### config.mk
export PLATFORM = sky130hd
export DESIGN_NAME = adc_scan_sequencer
export DESIGN_NICKNAME = d
export VERILOG_FILES = /design/src/scan_pkg.sv /design/src/result_fifo.sv /design/src/result_formatter.sv /design/src/adc_scan_sequencer.sv
export SDC_FILE = /design/constraint.sdc
export NUM_CORES = 1
export LEC_CHECK = 0
export BUFFER_PORTS_ARGS = -buffer_cell sky130_fd_sc_hd__buf_2
export CAP_MARGIN = 30
export CORE_ASPECT_RATIO = 1.1
export CORE_MARGIN = 1
export CORE_UTILIZATION = 45
export CTS_CLUSTER_SIZE = 24
export DETAILED_ROUTE_END_ITERATION = 16
export SYNTH_ARGS = -nofsm -noshare
export SYNTH_HDL_FRONTEND = slang
export SYNTH_SLANG_ARGS = --single-unit
### constraint.sdc
create_clock -name clock -period 3.4 [get_ports clock]
set_input_delay 0.17 -clock clock [delete_from_list [all_inputs] [get_ports clock]]
set_output_delay 0.17 -clock clock [all_outputs]
set_load 0.005 [all_outputs]
### src/scan_pkg.sv
// Purpose: shared constants and types for the conversion scan sequencer
// Assumes: 8-bit converter, four- or twelve-input variant chosen by parameter
// Notes:   mux select codes name the positive/negative inputs handed to the analog core
package scan_pkg;

  localparam int RESULT_BITS = 8;
  localparam int CODE_BITS   = 4;
  localparam int INPUT_BITS  = 4;
  localparam int SCAN_BITS   = 2;
  localparam int REF_BITS    = 3;
  localparam int FIFO_WIDTH  = 12;
  localparam int FIFO_DEPTH  = 16;
  localparam int REPEAT_COUNT = 8;

  // scan mode encodings
  localparam logic [1:0] SCAN_UP_FROM_ZERO = 2'h0;
  localparam logic [1:0] SCAN_REPEAT       = 2'h1;
  localparam logic [1:0] SCAN_UP_FROM_MID  = 2'h2;
  localparam logic [1:0] SCAN_SINGLE       = 2'h3;

  // mid-scan start inputs for the two variants
  localparam logic [3:0] MID_START_SMALL = 4'h2;
  localparam logic [3:0] MID_START_LARGE = 4'h6;

  // shared pin index on each variant
  localparam logic [3:0] SHARED_PIN_SMALL = 4'h3;
  localparam logic [3:0] SHARED_PIN_LARGE = 4'hB;

  // ground selector, used on the negative side or on the positive side for the shared pin
  localparam logic [3:0] GROUND_SEL = 4'hF;

  // reference source decode
  localparam logic [1:0] REF_SUPPLY   = 2'h0;
  localparam logic [1:0] REF_EXTERNAL = 2'h1;
  localparam logic [1:0] REF_INTERNAL = 2'h2;

  localparam logic [3:0] RESET_CODE = 4'h0;
  localparam logic [1:0] RESET_SCAN = 2'h0;

  typedef enum logic [2:0] {
    ST_IDLE    = 3'b001,
    ST_CONVERT = 3'b010,
    ST_WAIT    = 3'b100
  } seq_state_e;

endpackage : scan_pkg

### src/result_fifo.sv
// Purpose: result buffer between conversion sequencer and host read path
// Assumes: single clock, synchronous active-low reset
// Notes:   full blocks writes, empty blocks reads; simultaneous push/pop allowed
`timescale 1ns/10ps
module result_fifo #(
  parameter int WIDTH = 12,
  parameter int DEPTH = 16
) (
  input  wire logic             clock,
  input  wire logic             resetn,
  input  wire logic             enable,
  input  wire logic             flush,
  input  wire logic [WIDTH-1:0] in_data,
  input  wire logic             in_valid,
  output logic                  in_ready,
  output logic      [WIDTH-1:0] out_data,
  output logic                  out_valid,
  input  wire logic             out_ready
);
  localparam int AW = $clog2(DEPTH);

  logic [WIDTH-1:0] mem [DEPTH];
  logic [AW-1:0]    wr_ptr;
  logic [AW-1:0]    rd_ptr;
  logic [AW:0]      count;
  logic             push;
  logic             pop;

  // handshake decode
  assign in_ready  = (count != (AW+1)'(DEPTH));
  assign out_valid = (count != '0);
  assign push      = in_valid & in_ready;
  assign pop       = out_valid & out_ready;
  assign out_data  = mem[rd_ptr];

  // storage writes
  always_ff @(posedge clock) begin
    if (enable && push) begin
      mem[wr_ptr] <= in_data;
    end
  end

  // pointers and occupancy
  always_ff @(posedge clock) begin
    if (!resetn || (enable && flush)) begin
      wr_ptr <= '0;
      rd_ptr <= '0;
      count  <= '0;
    end else if (enable) begin
      if (push) wr_ptr <= AW'((wr_ptr + 1'b1) % DEPTH);
      if (pop) rd_ptr <= AW'((rd_ptr + 1'b1) % DEPTH);
      count <= (AW+1)'(count + push - pop);
    end
  end
endmodule : result_fifo

### src/result_formatter.sv
// Purpose: turns raw offset-binary sample into host result code
// Assumes: analog core returns unsigned code with midscale at 8'h80 in bipolar
// Notes:   registered output so data leaves from flip-flops
`timescale 1ns/10ps
module result_formatter #(
  parameter int BITS = 8
) (
  input  wire logic            clock,
  input  wire logic            resetn,
  input  wire logic            enable,
  input  wire logic            load,
  input  wire logic            bipolar,
  input  wire logic            negate,
  input  wire logic [BITS-1:0] raw,
  output logic      [BITS-1:0] result
);
  logic [BITS-1:0] twos;
  logic [BITS-1:0] signed_val;
  logic [BITS-1:0] next_result;

  // two's complement is offset binary with msb flipped; negate for swapped pairs
  assign twos        = {~raw[BITS-1], raw[BITS-2:0]};
  assign signed_val  = negate ? BITS'(~twos + 1'b1) : twos;
  assign next_result = bipolar ? signed_val : raw;

  always_ff @(posedge clock) begin
    if (!resetn) begin
      result <= '0;
    end else if (enable && load) begin
      result <= next_result;
    end
  end
endmodule : result_formatter

### src/adc_scan_sequencer.sv
// Purpose: conversion scan sequencing, input mux decode, reference decode
// Assumes: setup and configuration fields come from an upstream two-wire decoder
// Notes:   one conversion per start/done handshake with the analog core
`timescale 1ns/10ps
module adc_scan_sequencer
  import scan_pkg::*;
#(
  parameter bit TWELVE_INPUTS = 1'b1
) (
  input  wire logic                           clock,
  input  wire logic                           resetn,
  input  wire logic                           clock_enable,
  input  wire logic [scan_pkg::CODE_BITS-1:0] channel_select_code,
  input  wire logic [scan_pkg::SCAN_BITS-1:0] scan_mode,
  input  wire logic [scan_pkg::REF_BITS-1:0]  reference_select,
  input  wire logic                           single_ended_select,
  input  wire logic                           bipolar_select,
  input  wire logic                           external_clock_mode,
  input  wire logic                           start_scan,
  input  wire logic                           host_nack,
  output logic                                busy,
  output logic                                convert_start,
  output logic [scan_pkg::INPUT_BITS-1:0]     mux_positive,
  output logic [scan_pkg::INPUT_BITS-1:0]     mux_negative,
  input  wire logic                           convert_done,
  input  wire logic [scan_pkg::RESULT_BITS-1:0] convert_raw,
  output logic [1:0]                          reference_source,
  output logic                                shared_pin_is_input,
  output logic                                shared_pin_drives_reference,
  output logic                                internal_reference_on,
  output logic                                internal_reference_auto_off,
  output logic [scan_pkg::RESULT_BITS-1:0]    result_data,
  output logic [scan_pkg::CODE_BITS-1:0]      result_channel,
  output logic                                result_valid,
  input  wire logic                           result_ready
);

  seq_state_e state;
  seq_state_e next_state;

  logic [3:0] eff_code;
  logic [3:0] cur_code;
  logic [3:0] last_code;
  logic [3:0] mid_start;
  logic [3:0] shared_pin;
  logic [2:0] repeat_cnt;
  logic       pin_for_reference;
  logic       cur_single_ended;
  logic       cur_bipolar;
  logic       cur_continuous;
  logic [1:0] cur_scan;
  logic       stop_req;
  logic       pair_negate;
  logic       fmt_load;
  logic       push_pending;
  logic [3:0] push_code;
  logic [7:0] fmt_result;
  logic       fifo_in_ready;
  logic [11:0] fifo_out;
  logic        last_step;
  logic [3:0]  step_code;
  logic        repeating;

  // host-supplied select code, upper bits forced low on small variant
  assign eff_code = TWELVE_INPUTS ? channel_select_code
                                  : {2'h0, channel_select_code[1:0]};

  assign mid_start  = TWELVE_INPUTS ? MID_START_LARGE : MID_START_SMALL;
  assign shared_pin = TWELVE_INPUTS ? SHARED_PIN_LARGE : SHARED_PIN_SMALL;

  // reference decode: bit 1 steers pin use, bit 2 internal reference
  assign pin_for_reference           = reference_select[1];
  assign shared_pin_is_input         = ~reference_select[1];
  assign shared_pin_drives_reference = reference_select[2] & reference_select[1];
  assign internal_reference_on       = reference_select[2];
  assign internal_reference_auto_off = reference_select == 3'h4;
  assign reference_source = reference_select[2] ? REF_INTERNAL
                          : (reference_select[1] ? REF_EXTERNAL : REF_SUPPLY);

  // the scan start depends on mode; pair scans keep the code's parity, single inputs start at base in up scans, else at the code
  function automatic logic [3:0] scan_first(input logic [1:0] mode, input logic [3:0] code,
                                            input logic [3:0] mid, input logic se);
    logic [3:0] base;
    base = (mode == SCAN_UP_FROM_MID) ? mid : 4'h0;
    if (mode == SCAN_UP_FROM_ZERO || mode == SCAN_UP_FROM_MID) begin
      scan_first = se ? base : {base[3:1], code[0]};
    end else begin
      scan_first = code;
    end
  endfunction : scan_first

  // mid scan clamps the end at the start input when the selection is below it
  function automatic logic [3:0] scan_last(input logic [1:0] mode, input logic [3:0] code,
                                           input logic [3:0] mid);
    if (mode == SCAN_UP_FROM_MID && code < mid) begin
      scan_last = mid;
    end else begin
      scan_last = code;
    end
  endfunction : scan_last

  // pseudo-differential steps move a pair at a time, single-ended one input
  assign step_code = cur_single_ended ? 4'(cur_code + 4'h1) : 4'(cur_code + 4'h2);
  assign repeating = cur_scan == SCAN_REPEAT || cur_scan == SCAN_SINGLE;
  assign last_step = cur_continuous ? stop_req
                   : (cur_scan == SCAN_REPEAT) ? (repeat_cnt == 3'(REPEAT_COUNT - 1))
                   : (cur_scan == SCAN_SINGLE) ? 1'b1
                   : (cur_code >= last_code);

  // mux decode: pair partner is the other member; shared pin becomes ground while it serves the reference
  always_comb begin
    mux_positive = cur_code;
    mux_negative = GROUND_SEL;
    pair_negate  = 1'b0;
    if (!cur_single_ended) begin
      mux_negative = {cur_code[3:1], ~cur_code[0]};
      if (pin_for_reference && cur_code[3:1] == shared_pin[3:1]) begin
        // pin reads as ground, so the lower input sits on the far side
        mux_positive = {cur_code[3:1], 1'b0};
        mux_negative = GROUND_SEL;
        pair_negate  = cur_code[0];
      end
    end else if (pin_for_reference && cur_code == shared_pin) begin
      mux_positive = GROUND_SEL;
    end
  end

  // next-state logic; conversion waits for room in the buffer
  always_comb begin
    next_state = state;
    unique case (state)
      ST_IDLE:    if (start_scan) next_state = ST_CONVERT;
      ST_CONVERT: if (fifo_in_ready && !push_pending) next_state = ST_WAIT;
      ST_WAIT:    if (convert_done) next_state = last_step ? ST_IDLE : ST_CONVERT;
      default:    next_state = ST_IDLE;
    endcase
  end

  assign convert_start = state == ST_CONVERT && fifo_in_ready && !push_pending;
  assign busy          = state != ST_IDLE;
  assign fmt_load      = state == ST_WAIT && convert_done;

  // state register
  always_ff @(posedge clock) begin
    if (!resetn) begin
      state <= ST_IDLE;
    end else if (clock_enable) begin
      state <= next_state;
    end
  end

  // scan pointer and settings latched at scan start so mid-scan writes do not tear
  always_ff @(posedge clock) begin
    if (!resetn) begin
      cur_code         <= RESET_CODE;
      last_code        <= RESET_CODE;
      cur_scan         <= RESET_SCAN;
      cur_single_ended <= 1'b1;
      cur_bipolar      <= 1'b0;
      cur_continuous   <= 1'b0;
      repeat_cnt       <= '0;
    end else if (clock_enable) begin
      if (state == ST_IDLE && start_scan) begin
        cur_code         <= scan_first(scan_mode, eff_code, mid_start, single_ended_select);
        last_code        <= scan_last(scan_mode, eff_code, mid_start);
        cur_scan         <= scan_mode;
        cur_single_ended <= single_ended_select;
        cur_bipolar      <= bipolar_select;
        cur_continuous   <= external_clock_mode && scan_mode[0];
        repeat_cnt       <= '0;
      end else if (fmt_load && !last_step) begin
        if (!repeating) cur_code <= step_code;
        repeat_cnt <= 3'(repeat_cnt + 3'h1);
      end
    end
  end

  // not-acknowledge from the host ends a continuous run after the current result
  always_ff @(posedge clock) begin
    if (!resetn) begin
      stop_req <= 1'b0;
    end else if (clock_enable) begin
      if (host_nack) begin
        stop_req <= 1'b1;
      end else if (state == ST_IDLE) begin
        stop_req <= 1'b0;
      end
    end
  end

  // one-cycle gap while the formatted byte moves into the buffer
  always_ff @(posedge clock) begin
    if (!resetn) begin
      push_pending <= 1'b0;
      push_code    <= RESET_CODE;
    end else if (clock_enable) begin
      push_pending <= fmt_load;
      if (fmt_load) push_code <= cur_code;
    end
  end

  result_formatter #(
    .BITS (RESULT_BITS)
  ) u_format (
    .clock   (clock),
    .resetn  (resetn),
    .enable  (clock_enable),
    .load    (fmt_load),
    .bipolar (cur_bipolar),
    .negate  (pair_negate),
    .raw     (convert_raw),
    .result  (fmt_result)
  );

  // results queue in conversion order, one 12-bit entry (channel code and byte) per conversion
  result_fifo #(
    .WIDTH (FIFO_WIDTH),
    .DEPTH (FIFO_DEPTH)
  ) u_fifo (
    .clock     (clock),
    .resetn    (resetn),
    .enable    (clock_enable),
    .flush     (1'b0),
    .in_data   ({push_code, fmt_result}),
    .in_valid  (push_pending),
    .in_ready  (fifo_in_ready),
    .out_data  (fifo_out),
    .out_valid (result_valid),
    .out_ready (result_ready)
  );

  assign result_data    = fifo_out[7:0];
  assign result_channel = fifo_out[11:8];

endmodule : adc_scan_sequencer

; Yosys cells after proc, flatten, opt, wreduce, memory -nomap -nowiden
; Memories as Yosys holds them, arrays and structs flattened. A register that Yosys moved wholly into a read port is not among the register bits.
; Cells that the tools add are included.
[totals]
memories = 1
in_bits = 27
mem_bits_rw = 192
register_bits = 46
word_cells = 112
[classes]
add_sub_neg = 8
mux = 35
order_cmp = 2
n_bitwise = 7
n_reduce_logical = 28
eq_ne = 16
[memory_table]
columns = name, depth, width, rd, rd_clocked_by_memory_dff, write_ports, line
row1 = u_fifo.mem, 16, 12, 1, 1, 1, result_fifo.sv:22  ; logic [WIDTH-1:0] mem [DEPTH];
[op_table]
columns = operator, count
row1 = $mux W4, 12
row2 = $mux W3, 6
row3 = $mux W8, 2
row4 = $add A4 B1 Y4 const B, 3
row5 = $eq A3 B3 Y1 const B, 4
row6 = $logic_and A1 B1 Y1, 12
row7 = $mux W1, 12
row8 = $reduce_and A2 Y1, 6
row9 = $pmux W3 S3, 1
row10 = $add A8 B1 Y8 const B, 1
row11 = $not A8 Y8, 1
row12 = $ne A2 B2 Y1 const B, 3
row13 = $add A5 B1 Y5, 1
row14 = $ne A5 B5 Y1 const B, 1
row15 = $reduce_bool A5 Y1, 1
row16 = $sub A5 B1 Y5, 1
row17 = $add A4 B2 Y4 const B, 1
row18 = $eq A2 B2 Y1 const B, 2
row19 = $eq A4 B4 Y1 const B, 1
row20 = $ge A4 B4 Y1, 1
row21 = $lt A4 B3 Y1 const B, 1
row22 = $mux W2, 2
row23 = $reduce_and A4 Y1, 1
row24 = $reduce_bool A2 Y1, 2
row25 = 12 further kinds, 18

; Logic depth before layout (Yosys ltp)
; Gate-level depths: netlist (run 1).
[logic_depth]
word_depth = 8
mapped_depth = 14
ltp_nobuf = 14

; Cells and area by module
; A second synthesis (run 1) with hierarchy kept.
[hier_totals]
cells_unflattened = 654
hier_area_um2 = 10151.0
[by_module_without_submodules]
columns = module, cells_each, seq_area_each_um2, n_inst, area_each_um2
row1 = result_fifo, 412, 6105.9, 1, 8161.6
row2 = adc_scan_sequencer, 191, 500.5, 1, 1544.0
row3 = result_formatter, 51, 160.2, 1, 445.4

; Worst setup path after synthesis (run 1)
; No wires, ideal clock.
[synth_path]
path_kind = reg2reg
startpoint = register u_fifo.count[3]
endpoint = register u_fifo.count[4]
path_stages_with_launch = 15
t_required_ns = 3.328
period_less_slack_ns = 2.801
path_slack_ns = 0.599
t_arrival_ns = 2.729
setup_time_ns = 0.072
cell_sequence = dfxtp_1 inv_1 ha_1 or4b_1 and2_1 ha_1 inv_1 ha_1 inv_1 fa_1 inv_1 a21oi_1 o21bai_1 mux2i_1 mux2i_1
[synth_lines]
columns = item, line
row1 = start: declaration, result_fifo.sv:25  ; logic [AW:0] count;
row2 = start signal: assignment, result_fifo.sv:52  ; count <= (AW+1)'(count + push - pop);
row3 = $reduce_bool A5 Y1, result_fifo.sv:31  ; assign out_valid = (count != '0);
row4 = named net result_valid, adc_scan_sequencer.sv:34  ; output logic result_valid,
row5 = $and A1 B1 Y1, result_fifo.sv:33  ; assign pop = out_valid & out_ready;
row6 = $sub A5 B1 Y5, result_fifo.sv:52
; The timed path passes the listed nets, and every way through them passes these cells.
; A chain may end at the register's enable or synchronous reset.

; Worst setup path in the final report (run 1)
[layout_path]
startpoint = register u_fifo.count[3]
endpoint = register u_fifo.count[4]
[layout_via]
elab_chain_len = 4
[layout_lines]
columns = item, line
row1 = $ne A5 B5 Y1, result_fifo.sv:30  ; assign in_ready = (count != (AW+1)'(DEPTH));
row2 = $and A1 B1 Y1, result_fifo.sv:32  ; assign push = in_valid & in_ready;
row3 = $add A5 B1 Y5, result_fifo.sv:52
row4 = $sub A5 B1 Y5 (*), result_fifo.sv:52
; Mark *: on every way between the ends. The rest lies on a longest branch, timed or not.

==> qor.txt, run 1 <==
yosys warns - 0
DP HPWL - 12.9 mm
num rows - 57
cts repair resizes - 0
GRT Total Usage - 18.6%
Synth Area in XOR/XNOR - 1.22%
Power Density - 548 mW/mm2
Seq/Total Area, Yosys - 67.1%
Async SR Flop Fraction - 0%
post-synthesis cell area - 0.0101 mm2
initial core utilization - 45.7%
f_max - 332 MHz
Synth Area in Compound Gates - 4.16%
reg-to-reg endpoint - u_fifo.count[4]
H-tree depth - 1
Setup crit end - u_fifo.count[4]
Post-Synth Simple-Gate Area - 7.26%
DR vias/cell - 5.44
post-CTS setup buffers - 0
R2R setup slack - 0.38 ns
Port Buf Inserts - 55
post-synthesis adder-cell area fraction - 2.81%
leakage power - 3.41 nW
GRT overflow - 0
Worst Tran Pin Value - 0.743 ns
worst setup path startpoint - u_fifo.count[3]
outcome - finished, final reports clean
hold slack final - 0.00768 ns
I/O Pins - 56
Final Hold Fails - 0
via count - 5551
Clock Pin Slew Worst Setup and Hold Paths - 0.06 ns
Syn Inst Count - 622
count of flip-flops with a built-in enable after synthesis - 192
Final Setup Violations - 0
initial antenna violation count - 0
Max-Cap Viols - 0
RR Startpoint - u_fifo.count[3]
die width - 145 um
CTS tree - built
Longest Clk Path Bufs - 3
commonest cells after routing, fill and taps aside - edfxtp_1, mux4_2, nand2_1, buf_2, dfxtp_1
Final nets - 756
worst vdd ir - 0.468 mV
layout cell share with drive strength beyond 1 - 26.7%
wire length per cell - 19.8 um
main combinational cell family by area after synthesis - multiplexers
path depth of the worst reg2reg path - 14
multiplexer share of the synthesized area - 14.8%
CP Class - flop to flop
Residual DRC - 0
Initial DRC Count - 278
total power - 6.42 mW
#FFs+latches synth - 242
wire length of the first global-routing pass - 32.2 mm
commonest non-fill, non-tap cell in the layout - edfxtp_1
ys flop type - edfxtp_1
Root Buffer - clkbuf_16
Num CTS Buffers - 25
core area - 0.0220 mm2
worst skew pair latency - 0.51 ns
RSZ-0062 raised after global routing - no
Slew HR - 50.4%
GP Congestion - 0.787
setup TNS - 0 ns
Synth Area per Inst - 16.2 um2
hold buffers post-CTS - 15
drt total wl - 20.2 mm
Antenna Nets Post-Route - 0
1st-pass router iterations - 4
final cycle utilization of the critical path - 88.7%
Layout Skew - 0.00750 ns
Yosys cell types - 56
Die Y-Extent - 159 um
CP startpoint kind - flop
antenna cell count - 0
clock sinks - 242
crit path capture type - flop
Die Area - 0.0230 mm2
worst min path class - input port to flop
WP data required - 3.84 ns
Slew Limit Fails - 0
Final min period - 3.02 ns
vias in the first global route - 5730
Mapped Nets - 671
CP Max Fanout - 3
critical path arrival - 3.45 ns
largest net degree at the start of global routing - 30
synth-to-layout area growth - 16.2%
## kinds of logic after synthesis
group	Yosys count
buf+inv	57
mux	74
flops	242
xor+xnor	14
simple gates	148
compound gates	65
fa+ha+maj	22
## synth_stat cells (5+ instances only)
cell,instances,area share (%)
nand2b_1,10,0.62
o211ai_1,6,0.45
mux4_2,60,13
a211oi_1,5,0.37
nand3_1,8,0.40
o21ai_0,7,0.35
xor2_1,9,0.78
inv_1,22,0.82
xnor2_1,5,0.43
mux2i_1,13,1.3
ha_1,21,2.6
clkbuf_1,15,0.56
nand2_1,55,2.0
buf_2,8,0.40
nor2_1,39,1.5
a21oi_1,28,1.4
edfxtp_1,192,57
dfxtp_1,50,9.9
## area by class of cell
type                            count  area (um2)
Multi-Input combinational cell    323        3070
Clock buffer                       28         637
Tap cell                          295         369
Timing Repair Buffer               92         636
Inverter                           23        86.3
Sequential cell                   242        6770
Fill cell                        1748       10300
Clock inverter                     18         144
## stage by stage
step                cell area, um2  utilization, %  cells  setup WS (ns)
finish                       11700            53.1   1021          0.385
global route                 11700            53.1   1021          0.150
CTS                          11700            53.0   1020          0.364
detailed placement           10800            48.8    959          0.399
global placement             10800            48.8    959          0.553
floorplan                    10100               -    622          0.599
## how the worst min path moves through the flow
stage	to	cells after the start	slack, ns	from
floorplan	cur_scan[1]	2	0.31	scan_mode[1]
global placement	stop_req	3	0.43	host_nack
detailed placement	cur_bipolar	3	0.42	bipolar_select
CTS	u_format.result[4]	3	0.001	convert_raw[4]
global route	u_format.result[4]	3	0.03	convert_raw[4]
finish	u_format.result[4]	3	0.008	convert_raw[4]
## state kept, by name, indices dropped and copies added, names as in the netlist, named ones only
name	flops
stop_req	1
u_fifo.count	5
u_fifo.wr_ptr	4
u_fifo.rd_ptr	4
u_format.result	8
cur_code	4
cur_continuous	1
last_code	4
cur_bipolar	1
state	3
push_code	4
cur_single_ended	1
u_fifo.mem	192
push_pending	1
repeat_cnt	3
cur_scan	2
## layer usage
| layer | vias up | wire (um) | track usage (%) |
|---|---|---|---|
| met5 | - | 0 | 0 |
| met4 | 0 | 351 | 4.31 |
| met3 | 26 | 889 | 2.92 |
| met2 | 144 | 10200 | 30.8 |
| met1 | 2825 | 8760 | 25.7 |
| li1 | 2556 | - | - |
## power breakdown
part           total, mW  switching, mW  internal (mW)
sequential          3.28         0.0879           3.19
combinational      0.549          0.271          0.277
clock               2.59           1.09           1.50
## critical path: stages (launching register included)
cell and delay, ns:
dfxtp_1 0.32, inv_1 0.10, ha_1 0.17, or4b_1 0.47
and2_1 0.18, ha_1 0.27, inv_1 0.07, ha_1 0.17
inv_1 0.06, fa_1 0.40, inv_1 0.07, a21oi_1 0.06
o21bai_1 0.15, mux2i_1 0.25, mux2i_1 0.21
No activity file was read; power rests on OpenSTA's default activity.
==> inputs of run 2 (changes only) <==
==> constraint.sdc (replaced) <==
create_clock -name clock -period 3.4 [get_ports clock]
set_input_delay 0 -clock clock [delete_from_list [all_inputs] [get_ports clock]]
set_output_delay 0 -clock clock [all_outputs]
set_load 0.005 [all_outputs]
==> run 2 against run 1 <==
Effect of this change:
- register-to-register slack better by 0.03 ns
- final cell count is 1.5% higher
- via count about the same
- critical path type unchanged
- largest power group unchanged
==> qor.txt, run 2 (synthesis results as in run 1) <==
antenna cell count - 0 (unchanged)
wire length of the first global-routing pass - 31.4 mm (-2.6%)
RSZ-0062 raised after global routing - no
Regs by FF count - u_fifo.mem (192), u_format.result (8), u_fifo.count (5)
WP data required - 3.84 ns (about the same)
setup TNS - 0 ns (unchanged)
initial antenna violation count - 0 (unchanged)
Slew Limit Fails - 0 (unchanged)
drt total wl - 19.9 mm (-1.6%)
GRT Total Usage - 18.2% (-0.41 points)
Multi-input gate area - 0.00307 mm2 (unchanged)
largest net degree at the start of global routing - 24 (-20%)
Power Density - 548 mW/mm2 (about the same)
core area - 0.0220 mm2 (unchanged)
synth-to-layout area growth - 18.1%
Clock Pin Slew Worst Setup and Hold Paths - 0.06 ns (about the same)
hold buffers post-CTS - 32 (+17)
Residual DRC - 0 (unchanged)
pre-CTS setup slack - 0.410 ns (+0.0108 ns)
Port Buf Inserts - 55 (unchanged)
worst vdd ir - 0.408 mV (-13%)
H-tree depth - 1 (unchanged)
Final nets - 772 (+2.1%)
wire length per cell - 19.2 um (-3.1%)
post-CTS setup buffers - 0 (unchanged)
setup slack after layout - 0.419 ns (+0.0340 ns)
Initial DRC Count - 271 (-2.5%)
crit path capture type - flop
Antenna Nets Post-Route - 0 (unchanged)
final cell count without fillers - 1036 (+1.5%)
GRT overflow - 0 (unchanged)
DR vias/cell - 5.36 (-1.4%)
Slew HR - 50.6% (+0.21 points)
CP startpoint kind - flop
Layout Skew - 0.00673 ns (-0.000774 ns)
layout cell share with drive strength beyond 1 - 26.2% (-0.54 points)
fillers - 1773 (+1.4%)
commonest non-fill, non-tap cell in the layout - edfxtp_1
CTS tree - built
Final min period - 2.98 ns (-0.0340 ns)
CP Max Fanout - 3 (unchanged)
worst skew pair latency - 0.51 ns (about the same)
worst min path class - input port to flop
1st-pass router iterations - 6 (+2)
clock sinks - 242 (unchanged)
Die Y-Extent - 159 um (unchanged)
num rows - 57 (unchanged)
cts repair resizes - 0 (unchanged)
die width - 145 um (unchanged)
hold path cells - 3 (unchanged)
path depth of the worst reg2reg path - 14 (unchanged)
Die Area - 0.0230 mm2 (unchanged)
leakage power - 3.51 nW (+2.7%)
initial core utilization - 45.7% (unchanged)
Final Hold Fails - 0 (unchanged)
Worst Tran Pin Value - 0.740 ns (-0.00313 ns)
vias in the first global route - 5872 (+2.5%)
Final Setup Violations - 0 (unchanged)
final cycle utilization of the critical path - 87.7% (-1.0 points)
Largest register FFs - 192 (unchanged)
commonest cells after routing, fill and taps aside - edfxtp_1, mux4_2, nand2_1, buf_2, dfxtp_1
Longest Clk Path Bufs - 3 (unchanged)
Num CTS Buffers - 24 (-4.0%)
critical path arrival - 3.42 ns (-0.03 ns)
DP HPWL - 12.9 mm (+0.30%)
CP Class - flop to flop
Root Buffer - clkbuf_16
via count - 5552 (+0.018%)
Max-Cap Viols - 0 (unchanged)
I/O Pins - 56 (unchanged)
Top reg by flops - u_fifo.mem
outcome - finished, final reports clean
GP Congestion - 0.770 (-2.1%)
R2R setup slack - 0.42 ns (+0.03 ns)
f_max - 335 MHz (+1.1%)
sequential cell area - 0.00677 mm2 (unchanged)
number of cells after detailed placement - 960 (+0.10%)
[run 2: cell types whose count changed in the layout (fill, tap and decap cells not counted), sizes merged]
cell / previous run / this run
bufinv: 2 / 3
inv: 23 / 22
clkinv: 14 / 11
clkbuf: 28 / 30
clkinvlp: 2 / 1
dlygate4sd3: 15 / 32
[run 2: layout make-up]
| cell class | instances | area share [%] |
|---|---|---|
| clock buffers | 30 | 5.58 |
| clock inverters | 14 | 1.22 |
| inverters | 23 | 0.726 |
| multi-input cells | 323 | 25.8 |
| flip-flops and latches | 242 | 56.9 |
| well taps | 295 | 3.10 |
| repair buffers | 109 | 6.67 |
[run 2: worst paths after layout]
path	end	start
hold reg to reg	repeat_cnt[1]	repeat_cnt[1]
hold / removal	push_pending	convert_done
setup reg to reg	u_fifo.count[4]	u_fifo.count[3]
setup / recovery	u_fifo.count[4]	u_fifo.count[3]
[run 2: metrics by stage]
step / total power, mW / cell area [um2] / hold WS (ns) / util, %
detailed placement: 3.88 / 10800 / 0.217 / 48.9
global placement: 3.86 / 10700 / 0.212 / 48.7
floorplan: 3.74 / 10100 / 0.0269 / -
CTS: 6.58 / 11900 / 0.0223 / 54.0
finish: 6.52 / 11900 / 0.0140 / 54.0
global route: 6.76 / 11900 / 0.0437 / 54.0
[run 2: worst max-delay path, stage by stage (launching register included)]
cell and delay (ns):
dfxtp_1 0.32, inv_1 0.10, ha_1 0.17, or4b_1 0.49, and2_1 0.19, ha_1 0.27
inv_1 0.06, ha_1 0.16, inv_1 0.05, fa_1 0.40, inv_1 0.07, a21oi_1 0.06
o21bai_1 0.15, mux2i_1 0.23, mux2i_1 0.19
[run 2: per-layer routing]
layer	share of wire [%]	track usage, %	vias to the layer above	wire (um)
met1	42	22.9	2795	8290
met2	51	32.4	135	10200
met5	0	0	-	0
met4	1.9	4.64	0	384
li1	-	-	2592	-
met3	4.9	2.80	30	973
[run 2: where the power goes]
| group | internal (mW) | switching [mW] |
|---|---|---|
| clock network | 1.61 | 1.07 |
| registers | 3.19 | 0.0761 |
| logic | 0.287 | 0.279 |
==> inputs of run 3 (changes only) <==
- CORE_ASPECT_RATIO: 1.1 -> 1.4
==> run 3 against run 2 <==
Effect of this change:
- die area about the same
- final area down 1.2%
- hold slack worse by 0.011 ns
- first-iteration DRC count rose by 70%
- fmax down 2.9%
- final cell count shrank 0.19%
- sequential share of layout area increased by 0.67 points
- highest routed layer unchanged
==> qor.txt, run 3 (synthesis results as in run 1) <==
commonest cells after routing, fill and taps aside - edfxtp_1, mux4_2, nand2_1, buf_2, dfxtp_1
Slew HR - 48.7% (-1.9 points)
synth-to-layout area growth - 16.7%
num rows - 64 (+12%)
RSZ-0062 raised after global routing - no
die width - 128 um (-11%)
leakage power - 3.43 nW (-2.3%)
wire length of the first global-routing pass - 32.8 mm (+4.6%)
Longest Clk Path Bufs - 3 (unchanged)
cell area after layout - 0.0118 mm2 (-1.2%)
Initial DRC Count - 461 (+70%)
Final Hold Fails - 0 (unchanged)
setup TNS - 0 ns (unchanged)
CP Max Fanout - 3 (unchanged)
GRT Total Usage - 19.3% (+1.1 points)
critical path arrival - 3.50 ns (+0.08 ns)
Top reg by flops - u_fifo.mem
post-CTS setup buffers - 0 (unchanged)
core area - 0.0219 mm2 (-0.44%)
Max-Cap Viols - 0 (unchanged)
final cycle utilization of the critical path - 90.3% (+2.6 points)
GP Congestion - 0.777 (+0.92%)
worst min path class - input port to flop
outcome - finished, final reports clean
total power - 6.19 mW (-5.1%)
I/O Pins - 56 (unchanged)
Final min period - 3.07 ns (+0.0877 ns)
Final nets - 769 (-0.39%)
Most common cell on crit path - inv_1
Port Buf Inserts - 55 (unchanged)
Num CTS Buffers - 23 (-4.2%)
initial core utilization - 45.9% (+0.20 points)
Post-DP Area - 0.0108 mm2 (about the same)
Largest register FFs - 192 (unchanged)
vias in the first global route - 5855 (-0.29%)
crit path capture type - flop
CP peak stage delay - 0.49 ns (about the same)
Power Density - 526 mW/mm2 (-4.0%)
setup slack after layout - 0.331 ns (-0.0877 ns)
final cell count without fillers - 1034 (-0.19%)
RR Startpoint - u_fifo.count[2]
worst setup path startpoint - u_fifo.count[2]
CP Class - flop to flop
Die Area - 0.0230 mm2 (about the same)
H-tree depth - 1 (unchanged)
Residual DRC - 0 (unchanged)
sequence of cells on the critical path - inv_1 -> ha_1 -> or4b_1 -> and2_1 -> ha_1 -> inv_1 -> ha_1 -> inv_1 -> fa_1 -> inv_1 -> a21oi_1 -> o21bai_1 -> mux2i_1 -> mux2i_1
Root Buffer - clkbuf_16
f_max - 326 MHz (-2.9%)
Slew Limit Fails - 0 (unchanged)
Antenna Nets Post-Route - 0 (unchanged)
largest net degree at the start of global routing - 49 (+100%)
1st-pass router iterations - 4 (-2)
Buf/Inv on CP - 4 (unchanged)
Hold Startpoint - convert_done
commonest non-fill, non-tap cell in the layout - edfxtp_1
Die Y-Extent - 179 um (+13%)
Final Setup Violations - 0 (unchanged)
layout cell share with drive strength beyond 1 - 25.2% (-0.94 points)
CP startpoint kind - flop
antenna cell count - 0 (unchanged)
wire length per cell - 20.3 um (+6.1%)
Layout Skew - 0.00976 ns (+0.00304 ns)
worst skew pair latency - 0.50 ns (about the same)
fillers - 1817 (+2.5%)
CTS tree - built
GRT overflow - 0 (unchanged)
clock sinks - 242 (unchanged)
DR vias/cell - 5.43 (+1.4%)
Regs by FF count - u_fifo.mem (192), u_format.result (8), u_fifo.count (5)
via count - 5619 (+1.2%)
worst vdd ir - 0.352 mV (-14%)
Clock Pin Slew Worst Setup and Hold Paths - 0.06 ns (about the same)
CP delay by family, top - adder cells
drt total wl - 21.0 mm (+5.9%)
initial antenna violation count - 0 (unchanged)
DP HPWL - 13.6 mm (+5.0%)
number of cells after detailed placement - 961 (+0.10%)
hold buffers post-CTS - 31 (-3.1%)
pre-CTS setup slack - 0.343 ns (-0.0672 ns)
WP data required - 3.83 ns (about the same)
cts repair resizes - 0 (unchanged)
Max stage delay cell, worst path - or4b_1
Worst Tran Pin Value - 0.769 ns (+0.0285 ns)
-- run 3: changes by cell type in the layout (fill, tap and decap cells not counted) --
cell           delta
clkinv_4          +1
clkinvlp_2        +1
buf_4             -1
inv_6             +1
clkinv_2          -5
bufinv_16         -3
clkbuf_1          +5
clkbuf_16         -2
dlygate4sd3_1     -1
-- run 3: area by class of cell --
type / count / area (um2) / share of cell area, %
Tap cell: 297 / 372 / 3.16
Clock inverter: 9 / 52.6 / 0.447
Multi-Input combinational cell: 323 / 3070 / 26.1
Inverter: 23 / 86.3 / 0.734
Timing Repair Buffer: 107 / 776 / 6.60
Clock buffer: 33 / 633 / 5.38
Sequential cell: 242 / 6770 / 57.6
-- run 3: final timing paths --
| path | to | slack (ns) | cells after the start |
|---|---|---|---|
| max | u_fifo.count[4] | 0.33 | 14 |
| min | push_pending | 0.003 | 3 |
| max reg2reg | u_fifo.count[4] | 0.33 | 14 |
| min reg2reg | last_code[0] | 0.46 | 2 |
-- run 3: routing by layer --
metal	global-route usage, %	wire length, um
met5	0	0
met3	2.18	708
met1	22.5	8290
met2	36.6	11500
met4	6.13	531
-- run 3: report_power, final --
group          leakage, nW  total (mW)  internal [mW]  switching, mW
combinational         1.37       0.565          0.283          0.282
sequential            1.73        3.28           3.19         0.0832
clock                0.331        2.34           1.30           1.04
total                 3.43        6.19           4.78           1.41
-- run 3: metrics by stage --
stage               utilization [%]  hold slack [ns]
floorplan                         -           0.0269
global placement               48.9            0.211
detailed placement             49.1            0.213
CTS                            53.6         0.000538
global route                   53.6           0.0526
finish                         53.6          0.00278
-- run 3: worst reg2reg max path, stage by stage, from the launching register on --
cell and delay, ns:
dfxtp_1 0.33, inv_1 0.09, ha_1 0.16, or4b_1 0.49, and2_1 0.19, ha_1 0.26, inv_1 0.06, ha_1 0.17
inv_1 0.06, fa_1 0.41, inv_1 0.07, a21oi_1 0.07, o21bai_1 0.19, mux2i_1 0.26, mux2i_1 0.20
